<file path="src/hdl/sdc_consts.vh">
// constants for the sensor diagnostic and control register block
`ifndef SDC_CONSTS_VH
`define SDC_CONSTS_VH

// clock and timing
`define SDC_CLK_MHZ        25
`define SDC_TB_SHORT_NS    610350
`define SDC_TB_LONG_NS     18921000
`define SDC_DR_MIN_US      100
`define SDC_DR_MAX_US      200
`define SDC_SELFTEST_MS    35
`define SDC_CHKSUM_MS      20
`define SDC_NS_PER_US      1000
`define SDC_US_PER_MS      1000

// serial frame layout
`define SDC_FRM_WR         15
`define SDC_FRM_ADDR_HI    14
`define SDC_FRM_ADDR_LO    8
`define SDC_FRM_LAST_BIT   4'hF

// byte addresses on the serial port
`define SDC_ADDR_NVCNT     7'h00
`define SDC_ADDR_AUX_LO    7'h30
`define SDC_ADDR_AUX_HI    7'h31
`define SDC_ADDR_MISC_LO   7'h34
`define SDC_ADDR_MISC_HI   7'h35
`define SDC_ADDR_SMPL      7'h36
`define SDC_ADDR_DIAG      7'h3C
`define SDC_ADDR_GLOB      7'h3E

// misc_control fields
`define SDC_MC_DR_SEL      0
`define SDC_MC_DR_POL      1
`define SDC_MC_DR_EN       2
`define SDC_MC_POP         6
`define SDC_MC_LABC        7
`define SDC_MC_STPOS       8
`define SDC_MC_STNEG       9
`define SDC_MC_SELFTEST    10
`define SDC_MC_CHKSUM      11
`define SDC_MC_HI_BASE     8
`define SDC_MC_RST         16'h0006
`define SDC_MC_WMASK_LO    8'hC7

// sample_period_setting fields
`define SDC_SP_TB          7
`define SDC_SP_EXT         8'h00
`define SDC_SP_RST         8'h01

// global_command fields
`define SDC_GC_DAC_LATCH   2

// diagnostic_flags fields
`define SDC_DG_SUP_LO      0
`define SDC_DG_SUP_HI      1
`define SDC_DG_NVUPD       2
`define SDC_DG_SPI         3
`define SDC_DG_OVR         4
`define SDC_DG_STDIAG      5
`define SDC_DG_CHKSUM      6
`define SDC_DG_AL1         8
`define SDC_DG_AL2         9
`define SDC_DG_GYRO        10
`define SDC_DG_XA          13
`define SDC_DG_YA          14
`define SDC_DG_ZA          15
`define SDC_DG_KEEP        16'h0003

// auxiliary converter
`define SDC_DAC_W          12
`define SDC_DAC_HI_W       4

`endif

</file>
<file path="src/hdl/sdc_regs.v">
// control and diagnostic registers of the inertial sensor, reached over the serial port
// How it works
// - sample period setting zero switches sampling to the external input clock.
// - after reset data-ready drives the first line, active high.
// - each data-ready pulse lasts between 100 and 200 microseconds.
// - misc bit 2 enables, bit 1 sets polarity, bit 0 selects line.
// - misc bit 11 starts checksum test, cleared by hardware on completion.
// - misc bit 10 runs self-test, results posted within 35 ms, then cleared.
// - misc bits 9 and 8 apply negative and positive stimulus while set.
// - misc bit 7 enables rate compensation for linear acceleration.
// - misc bit 6 enables accelerometer point-of-percussion alignment.
// - converter value is staged; only the latch command moves it out.
// - converter code sits in bits 11:0, offset binary, 0.8059 mV per step.
// - sixteen-bit counter increments on every nonvolatile write; readable.
// - reading diagnostic flags clears all but the two supply flags.
// - a persisting alarm, over-range or memory-update error sets its flag again on the next sample.
// - supply flags follow the supply and clear without a read.
// - bits 15..13 flag accelerometer and bit 10 gyro self-test failure.
// - bits 9 and 8 show alarm two and alarm one activity.
// - bit 4 flags sensor over-range.
// - bit 2 flags failed memory update, bit 5 self-test diagnostic error.
// - bit 3 sets when a frame ends off a multiple of 16 clocks.
// - global command bit 2 is the latch strobe and stores nothing.
`include "sdc_consts.vh"
`default_nettype none
module sdc_regs #(
    parameter integer TB_SHORT_CYC = `SDC_TB_SHORT_NS * `SDC_CLK_MHZ / `SDC_NS_PER_US,
    parameter integer TB_LONG_CYC  = `SDC_TB_LONG_NS * `SDC_CLK_MHZ / `SDC_NS_PER_US,
    parameter integer SELFTEST_CYC = `SDC_SELFTEST_MS * `SDC_US_PER_MS * `SDC_CLK_MHZ,
    parameter integer CHKSUM_CYC   = `SDC_CHKSUM_MS * `SDC_US_PER_MS * `SDC_CLK_MHZ
) (
    // clock and reset
    input  wire                  clk,
    input  wire                  sys_rst,
    // serial port pins
    input  wire                  spi_cs_n,
    input  wire                  spi_sclk,
    input  wire                  spi_mosi,
    output reg                   spi_miso,
    output wire                  spi_miso_oe_n,
    // external sample clock pin
    input  wire                  ext_sample_clk,
    // general-purpose lines used for data-ready
    output reg                   io_line_first_out,
    output reg                   io_line_first_oe_n,
    output reg                   io_line_second_out,
    output reg                   io_line_second_oe_n,
    // sample timing towards the sensor pipeline
    output reg                   sample_strobe,
    // error conditions and write completion from the device
    input  wire                  supply_high,
    input  wire                  supply_low,
    input  wire                  alarm1_active,
    input  wire                  alarm2_active,
    input  wire                  over_range,
    input  wire                  nv_update_fail,
    input  wire                  nv_write_done,
    // self-test and checksum results
    input  wire                  selftest_fail_gyro,
    input  wire                  selftest_fail_x,
    input  wire                  selftest_fail_y,
    input  wire                  selftest_fail_z,
    input  wire                  selftest_diag_err,
    input  wire                  checksum_fail,
    // sensor controls
    output wire                  selftest_run,
    output wire                  checksum_run,
    output wire                  stim_negative,
    output wire                  stim_positive,
    output wire                  accel_bias_comp_en,
    output wire                  pop_align_en,
    output reg  [`SDC_DAC_W-1:0] aux_dac_code
);
    localparam [31:0] DR_CYC = (`SDC_DR_MIN_US + `SDC_DR_MAX_US) / 2 * `SDC_CLK_MHZ;
    localparam [11:0] DR_LOAD       = DR_CYC[11:0];
    localparam [31:0] TB_SHORT_LIM  = TB_SHORT_CYC - 1;
    localparam [31:0] TB_LONG_LIM   = TB_LONG_CYC - 1;

    // registers
    reg [15:0]            misc_control;
    reg [7:0]             sample_period_setting;
    reg [`SDC_DAC_W-1:0]  aux_converter_value;
    reg [15:0]            nv_write_counter;
    reg [15:0]            diagnostic_flags;
    reg [15:0]            next_misc;
    reg [15:0]            next_diag;

    // pin synchronisers: stage 0 feeds only stage 1
    reg [2:0]             cs_s;
    reg [2:0]             sclk_s;
    reg [2:0]             ext_s;
    reg [1:0]             mosi_s;

    always @(posedge clk) begin
        if (sys_rst) begin
            cs_s   <= 3'h7;
            sclk_s <= 3'h7;
            ext_s  <= 3'h0;
            mosi_s <= 2'h0;
        end else begin
            cs_s   <= {cs_s[1:0], spi_cs_n};
            sclk_s <= {sclk_s[1:0], spi_sclk};
            ext_s  <= {ext_s[1:0], ext_sample_clk};
            mosi_s <= {mosi_s[0], spi_mosi};
        end
    end

    wire cs_active = !cs_s[1];
    wire cs_end    = cs_s[1] && !cs_s[2];
    wire sclk_rise = sclk_s[1] && !sclk_s[2];
    wire sclk_fall = !sclk_s[1] && sclk_s[2];
    wire ext_rise  = ext_s[1] && !ext_s[2];

    // serial frame receive
    reg [3:0]  bit_cnt;
    reg [14:0] rx;
    reg [15:0] tx;
    reg [15:0] rd_word;
    reg [15:0] rd_mux;

    wire        word_done = cs_active && sclk_rise && (bit_cnt == `SDC_FRM_LAST_BIT);
    wire [15:0] rx_word   = {rx, mosi_s[1]};
    wire [6:0]  wa        = rx_word[`SDC_FRM_ADDR_HI:`SDC_FRM_ADDR_LO];
    wire [7:0]  wd        = rx_word[7:0];
    wire [6:0]  ra        = {wa[6:1], 1'b0};
    wire        wr        = word_done && rx_word[`SDC_FRM_WR];
    wire        rd        = word_done && !rx_word[`SDC_FRM_WR];
    wire        spi_err   = cs_end && (bit_cnt != 4'h0);

    always @(posedge clk) begin
        if (sys_rst) begin
            bit_cnt <= 4'h0;
            rx      <= 15'h0000;
        end else if (!cs_active) begin
            bit_cnt <= 4'h0;
        end else if (sclk_rise) begin
            rx      <= rx_word[14:0];
            bit_cnt <= bit_cnt + 4'h1;
        end
    end

    always @* begin
        case (ra)
            `SDC_ADDR_NVCNT:   rd_mux = nv_write_counter;
            `SDC_ADDR_AUX_LO:  rd_mux = {{(16-`SDC_DAC_W){1'b0}}, aux_converter_value};
            `SDC_ADDR_MISC_LO: rd_mux = misc_control;
            `SDC_ADDR_SMPL:    rd_mux = {8'h00, sample_period_setting};
            `SDC_ADDR_DIAG:    rd_mux = diagnostic_flags;
            default:           rd_mux = 16'h0000;
        endcase
    end

    // answer to a read goes out in the following word, mode 3 timing
    always @(posedge clk) begin
        if (sys_rst) begin
            rd_word  <= 16'h0000;
            tx       <= 16'h0000;
            spi_miso <= 1'b0;
        end else begin
            if (rd)
                rd_word <= rd_mux;
            if (cs_active && sclk_fall) begin
                if (bit_cnt == 4'h0) begin
                    spi_miso <= rd_word[15];
                    tx       <= {rd_word[14:0], 1'b0};
                end else begin
                    spi_miso <= tx[15];
                    tx       <= {tx[14:0], 1'b0};
                end
            end
        end
    end

    assign spi_miso_oe_n = cs_s[1];

    // sample timing
    reg  [31:0] base_cnt;
    reg  [6:0]  inc_cnt;
    wire        ext_mode = (sample_period_setting == `SDC_SP_EXT);
    wire [31:0] base_lim = sample_period_setting[`SDC_SP_TB] ? TB_LONG_LIM : TB_SHORT_LIM;
    wire        inc_wrap = (inc_cnt >= sample_period_setting[6:0]);
    wire        int_tick = (base_cnt == base_lim) && inc_wrap;
    wire        sample_tick = ext_mode ? ext_rise : int_tick;

    always @(posedge clk) begin
        if (sys_rst || ext_mode) begin
            base_cnt <= 32'h00000000;
            inc_cnt  <= 7'h00;
        end else if (base_cnt >= base_lim) begin
            base_cnt <= 32'h00000000;
            inc_cnt  <= inc_wrap ? 7'h00 : inc_cnt + 7'h01;
        end else begin
            base_cnt <= base_cnt + 32'h00000001;
        end
    end

    always @(posedge clk) begin
        if (sys_rst)
            sample_strobe <= 1'b0;
        else
            sample_strobe <= sample_tick;
    end

    // data-ready pulse: fixed midway between the least and longest width
    reg  [11:0] dr_cnt;
    wire        dr_pulse = (dr_cnt != 12'h000);
    wire        dr_level = misc_control[`SDC_MC_DR_POL] ? dr_pulse : !dr_pulse;
    wire        dr_first  = misc_control[`SDC_MC_DR_EN] && !misc_control[`SDC_MC_DR_SEL];
    wire        dr_second = misc_control[`SDC_MC_DR_EN] && misc_control[`SDC_MC_DR_SEL];

    always @(posedge clk) begin
        if (sys_rst)
            dr_cnt <= 12'h000;
        else if (sample_tick)
            dr_cnt <= DR_LOAD;
        else if (dr_pulse)
            dr_cnt <= dr_cnt - 12'h001;
    end

    // lines not routed to data-ready are released
    always @(posedge clk) begin
        if (sys_rst) begin
            io_line_first_out   <= 1'b0;
            io_line_first_oe_n  <= 1'b0;
            io_line_second_out  <= 1'b0;
            io_line_second_oe_n <= 1'b1;
        end else begin
            io_line_first_out   <= dr_first && dr_level;
            io_line_first_oe_n  <= !dr_first;
            io_line_second_out  <= dr_second && dr_level;
            io_line_second_oe_n <= !dr_second;
        end
    end

    // self-test and checksum jobs
    wire st_busy;
    wire st_done;
    wire ck_busy;
    wire ck_done;
    wire wr_misc_hi = wr && (wa == `SDC_ADDR_MISC_HI);
    wire st_start = wr_misc_hi && wd[`SDC_MC_SELFTEST-`SDC_MC_HI_BASE] && (!st_busy || st_done);
    wire ck_start = wr_misc_hi && wd[`SDC_MC_CHKSUM-`SDC_MC_HI_BASE] && (!ck_busy || ck_done);

    sdc_job_timer #(.CYCLES(SELFTEST_CYC)) u_selftest (
        .clk     (clk),
        .sys_rst (sys_rst),
        .start   (st_start),
        .busy    (st_busy),
        .done    (st_done)
    );

    sdc_job_timer #(.CYCLES(CHKSUM_CYC)) u_checksum (
        .clk     (clk),
        .sys_rst (sys_rst),
        .start   (ck_start),
        .busy    (ck_busy),
        .done    (ck_done)
    );

    assign selftest_run       = st_busy;
    assign checksum_run       = ck_busy;
    assign stim_negative      = misc_control[`SDC_MC_STNEG];
    assign stim_positive      = misc_control[`SDC_MC_STPOS];
    assign accel_bias_comp_en = misc_control[`SDC_MC_LABC];
    assign pop_align_en       = misc_control[`SDC_MC_POP];

    // misc_control: start bits set by host, cleared by hardware; a set wins
    always @* begin
        next_misc = misc_control;
        if (st_done)
            next_misc[`SDC_MC_SELFTEST] = 1'b0;
        if (ck_done)
            next_misc[`SDC_MC_CHKSUM] = 1'b0;
        if (wr && (wa == `SDC_ADDR_MISC_LO))
            next_misc[7:0] = wd & `SDC_MC_WMASK_LO;
        if (wr_misc_hi) begin
            next_misc[`SDC_MC_STNEG] = wd[`SDC_MC_STNEG-`SDC_MC_HI_BASE];
            next_misc[`SDC_MC_STPOS] = wd[`SDC_MC_STPOS-`SDC_MC_HI_BASE];
        end
        if (st_start)
            next_misc[`SDC_MC_SELFTEST] = 1'b1;
        if (ck_start)
            next_misc[`SDC_MC_CHKSUM] = 1'b1;
    end

    // diagnostic flags: read clears, events set in the same cycle win
    always @* begin
        next_diag = diagnostic_flags;
        if (rd && (ra == `SDC_ADDR_DIAG))
            next_diag = diagnostic_flags & `SDC_DG_KEEP;
        if (sample_tick) begin
            next_diag[`SDC_DG_SUP_HI] = supply_high;
            next_diag[`SDC_DG_SUP_LO] = supply_low;
            next_diag[`SDC_DG_AL1]    = next_diag[`SDC_DG_AL1] | alarm1_active;
            next_diag[`SDC_DG_AL2]    = next_diag[`SDC_DG_AL2] | alarm2_active;
            next_diag[`SDC_DG_OVR]    = next_diag[`SDC_DG_OVR] | over_range;
            next_diag[`SDC_DG_NVUPD]  = next_diag[`SDC_DG_NVUPD] | nv_update_fail;
        end
        if (spi_err)
            next_diag[`SDC_DG_SPI] = 1'b1;
        if (st_done) begin
            next_diag[`SDC_DG_ZA]     = next_diag[`SDC_DG_ZA] | selftest_fail_z;
            next_diag[`SDC_DG_YA]     = next_diag[`SDC_DG_YA] | selftest_fail_y;
            next_diag[`SDC_DG_XA]     = next_diag[`SDC_DG_XA] | selftest_fail_x;
            next_diag[`SDC_DG_GYRO]   = next_diag[`SDC_DG_GYRO] | selftest_fail_gyro;
            next_diag[`SDC_DG_STDIAG] = next_diag[`SDC_DG_STDIAG] | selftest_diag_err;
        end
        if (ck_done)
            next_diag[`SDC_DG_CHKSUM] = next_diag[`SDC_DG_CHKSUM] | checksum_fail;
    end

    // register writes
    always @(posedge clk) begin
        if (sys_rst) begin
            misc_control          <= `SDC_MC_RST;
            sample_period_setting <= `SDC_SP_RST;
            aux_converter_value   <= {`SDC_DAC_W{1'b0}};
            aux_dac_code          <= {`SDC_DAC_W{1'b0}};
            nv_write_counter      <= 16'h0000;
            diagnostic_flags      <= 16'h0000;
        end else begin
            misc_control     <= next_misc;
            diagnostic_flags <= next_diag;
            if (nv_write_done)
                nv_write_counter <= nv_write_counter + 16'h0001;
            if (wr && (wa == `SDC_ADDR_SMPL))
                sample_period_setting <= wd;
            if (wr && (wa == `SDC_ADDR_AUX_LO))
                aux_converter_value[7:0] <= wd;
            if (wr && (wa == `SDC_ADDR_AUX_HI))
                aux_converter_value[`SDC_DAC_W-1:8] <= wd[`SDC_DAC_HI_W-1:0];
            // latch strobe is acted on and never stored
            if (wr && (wa == `SDC_ADDR_GLOB) && wd[`SDC_GC_DAC_LATCH])
                aux_dac_code <= aux_converter_value;
        end
    end
endmodule // sdc_regs
`default_nettype wire

</file>
<file path="src/hdl/sdc_job_timer.v">
// one-shot timer for the self-test and checksum jobs
`default_nettype none
module sdc_job_timer #(
    parameter integer CYCLES = 1
) (
    // clock and reset
    input  wire        clk,
    input  wire        sys_rst,
    // job control
    input  wire        start,
    output reg         busy,
    output wire        done
);
    localparam [31:0] LOAD = CYCLES;
    reg [31:0] cnt;

    assign done = busy && (cnt == 32'h00000001);

    always @(posedge clk) begin
        if (sys_rst) begin
            cnt  <= 32'h00000000;
            busy <= 1'b0;
        end else if (start) begin
            // a start on the finishing cycle restarts the job
            cnt  <= LOAD;
            busy <= 1'b1;
        end else if (busy) begin
            cnt  <= cnt - 32'h00000001;
            busy <= !done;
        end
    end
endmodule // sdc_job_timer
`default_nettype wire

</file>
<file path="config.mk">
export PLATFORM = sky130hd
export DESIGN_NAME = sdc_regs
export DESIGN_NICKNAME = d
export VERILOG_FILES = /design/src/hdl/sdc_regs.v /design/src/hdl/sdc_job_timer.v
export VERILOG_INCLUDE_DIRS = /design/src /design/src/hdl
export SDC_FILE = /design/constraint.sdc
export NUM_CORES = 1
export LEC_CHECK = 0
export ABC_AREA = 1
export BUFFER_PORTS_ARGS = -buffer_cell sky130_fd_sc_hd__buf_4
export CORE_AREA = 5 5 192 194
export CTS_BUF_LIST = sky130_fd_sc_hd__clkbuf_2 sky130_fd_sc_hd__clkbuf_4 sky130_fd_sc_hd__clkbuf_8
export DETAILED_ROUTE_END_ITERATION = 16
export DIE_AREA = 0 0 197 199
export HOLD_SLACK_MARGIN = 0.08
export PLACE_DENSITY = 0.45
export SYNTH_ARGS = -nofsm -noshare
export SYNTH_HDL_FRONTEND = slang
export SYNTH_SLANG_ARGS = --single-unit
</file>
<file path="constraint.sdc">
create_clock -name clk -period 3.5 [get_ports clk]
set_input_delay 0.35 -clock clk [delete_from_list [all_inputs] [get_ports clk]]
set_output_delay 0.35 -clock clk [all_outputs]
set_load 0.01 [all_outputs]
</file>
==> flow_summary.toml <==
[status]
outcome = "completed"

[placement]
place.gp.congestion = 0.825
portBuffers = 43
dp_hpwl_mm = 21.9
post-place-ws_ps = 986

[layout]
fin_nets = 1776
layout_commonest_cell = "nand2_1"
fill_cells = 3783
syn2layout_area_growth_pct = 16.5
layout_common_cells = "nand2_1, nor2_1, dfxtp_1, inv_1, a21oi_1"
diodes = 0
drive_above_1_share = 0.125
multi_input_area_um2 = 5980
register_area_um2 = 5080

[sta]
fin_crit_ps = 2490
hold_viol = 0
rsz0062_at_grt = "no"
tightest_slew_ps = 764
tns_ps = 0
slew_headroom = 0.488
timing.final.crit_share = 0.711
worst_slack_ps = 1010
slew_viol_final = 0
clock_skew_ps = 23.5
fmax_ghz = 0.402
setup_viol = 0

[clock_tree]
clk_pin_slew_ps = 60
cts_max_level = 2
cts_tree = "built"
cts.sinks = 254
clock_path_buffers = 3
clk_latency_ps = 600
clock-root-buffer = "clkbuf_8"
numCtsBuffers = 48
post_cts.repair.setup_buffers = 0

[global_routing]
grt_pass1_wl_mm = 51.3
grt_pass1_vias = 10083
grt_max_degree = 105
busiest_layer = "met2"
track_usage = 0.159
grt_overflow = 0
met3_usage = 0.0352
met2_usage = 0.255
antenna_found_initial = 0
met1_usage = 0.220

[pwr]
finalPower_mw = 6.70
p_per_area_nw_per_um2 = 480
power_leakage_nw = 5.88
irDropWorstVdd_uv = 250

[min_path]
hold_start = "mosi_s[0]"
hold_end = "mosi_s[1]"
min_path_cells = 2
min_path_type = "reg2reg"

[setup_path]
ff2ff_setup_slack_ps = 1010
crit_path_end_kind = "flop"
setup.worst_path.class = "reg2reg"
crit_fanout = 27
arrival_ps = 2970
cp.required_ps = 3980
start_kind = "flop"
reg2reg_from = "sclk_s[1]"
r2r_cells = 10
worstReg2RegEnd = "u_selftest.cnt[15]"

[yosys]
yosysWarnings = 0
ys_ff_latch = 254
synth-simple-area-share = 0.310
synthAdderAreaFrac = 0.0282
synth_area_um2 = 12000
ys_types = 45
synth-xor-area-share = 0.0490
synthCells = 1644
yosys-mux-area-fraction = 0
yosysSeqAreaShare = 0.424
synth_top_family_by_area = "simple AND/OR/NAND/NOR gates"
synth_ff_type = "dfxtp_1"
syn_avg_cell_area_um2 = 7.29
synth_compound_area_frac = 0.108
synthArstFlopShare = 0
synth-edff-count = 0

[detailed_routing]
first_pass_iters = 5
dr.first_iter.drc_count = 530
route.detailed.drc = 0
drt_wl_total_mm = 30.9
viasPerCell = 4.62
ant_nets = 0
via_count = 10284
wl_per_cell_um = 13.9

[die]
core.rowCount = 69
top_level_ports = 44
die_h_um = 199
dieArea_um2 = 39200
initial_core_util = 0.342
die_w_um = 197
coreArea_um2 = 35100

[job]
drv_cap = 0
## area by class of cell
class,instances,area share
Multi-Input combinational cell,1165,0.429
Sequential cell,254,0.364
Clock buffer,77,0.0683
Inverter,191,0.0514
Timing Repair Buffer,70,0.0420
Tap cell,461,0.0413
Clock inverter,6,0.00394
## power breakdown
| group | leakage (nW) | switching (mW) | internal (mW) | total (mW) |
|---|---|---|---|---|
| clock network | 0.543 | 1.26 | 1.78 | 3.05 |
| registers | 2.06 | 0.0606 | 2.97 | 3.03 |
| logic | 3.29 | 0.378 | 0.243 | 0.621 |
## critical path, stage by stage, from the launching register on
cell and delay [ps]:
dfxtp_1 380, nand2_2 150, nor2_8 320, nand3b_4 140, nor2_4 200, nand2_1 160, inv_2 80, nand2_2 220
nand2_1 400, buf_4 260, nor2_1 60
## per-stage QoR
step	std cells	area, µm²	util	hold WS [ps]
finish	2224	14000	0.398	403
global route	2224	14000	0.398	419
CTS	2224	14000	0.398	404
detailed placement	2122	12800	0.364	396
global placement	2122	12800	0.364	390
floorplan	1655	12000	-	388
## what timing repair did
action	4_1_cts	5_1_grt
resized for setup	0	0
endpoints found under the setup margin	0	0
hold endpoints to repair	20	0
hold buffers	19	0
## metal layers
layer	routed length [µm]	share of wire	vias to the layer above
met2	13500	0.44	167
li1	-	-	5468
met5	0	0	-
met4	664	0.021	0
met3	1350	0.044	52
met1	15400	0.50	4597
## how the worst max path moves through the flow
stage                              from                 end
3_3_place_gp                  sclk_s[2]  u_selftest.cnt[17]
2_1_floorplan  sample_period_setting[7]        base_cnt[10]
6_report                      sclk_s[1]  u_selftest.cnt[15]
4_1_cts                       sclk_s[1]  u_selftest.cnt[15]
5_1_grt        sample_period_setting[7]        base_cnt[19]
3_5_place_dp                  sclk_s[1]  u_selftest.cnt[15]
## synthesized netlist by cell type (6+ instances only)
library cell,instances,area [µm²]
nand4_1,32,200
nor2_1,260,976
ha_1,27,338
nor2_2,15,93.8
o21ai_0,81,405
xor2_1,43,377
nand2_2,9,56.3
nand2_1,302,1130
nand3_1,110,551
xnor2_1,24,210
or2_2,11,68.8
nor3_2,7,70.1
dfxtp_1,254,5080
inv_1,178,668
buf_4,6,45.0
nor3_1,33,165
a21oi_1,120,601
inv_2,13,48.8
clkbuf_1,19,71.3
o211ai_1,19,143
nand3_2,9,90.1
buf_2,12,60.1
## kinds of logic (layout without fill, tap and decap cells)
| logic type | Yosys count | count (layout) |
|---|---|---|
| AO/OA/AOI/OAI | 238 | 238 |
| XOR/XNOR | 67 | 67 |
| adder cells (fa/ha/maj) | 27 | 27 |
| buffers and inverters | 236 | 344 |
| flip-flops | 254 | 254 |
| other | 1 | 12 |
| AND/OR/NAND/NOR | 821 | 821 |
## registers in the layout, indices dropped and copies added, names as in the netlist, 4 cells and up
register               cells
aux_dac_code              12
misc_control               9
dr_cnt                    12
inc_cnt                    7
base_cnt                  32
nv_write_counter          16
u_checksum.cnt            32
diagnostic_flags          13
bit_cnt                    4
aux_converter_value       12
tx                        15
sample_period_setting      8
rx                        15
u_selftest.cnt            32
rd_word                   16
Note: power is estimated with default switching activity, not from simulation.
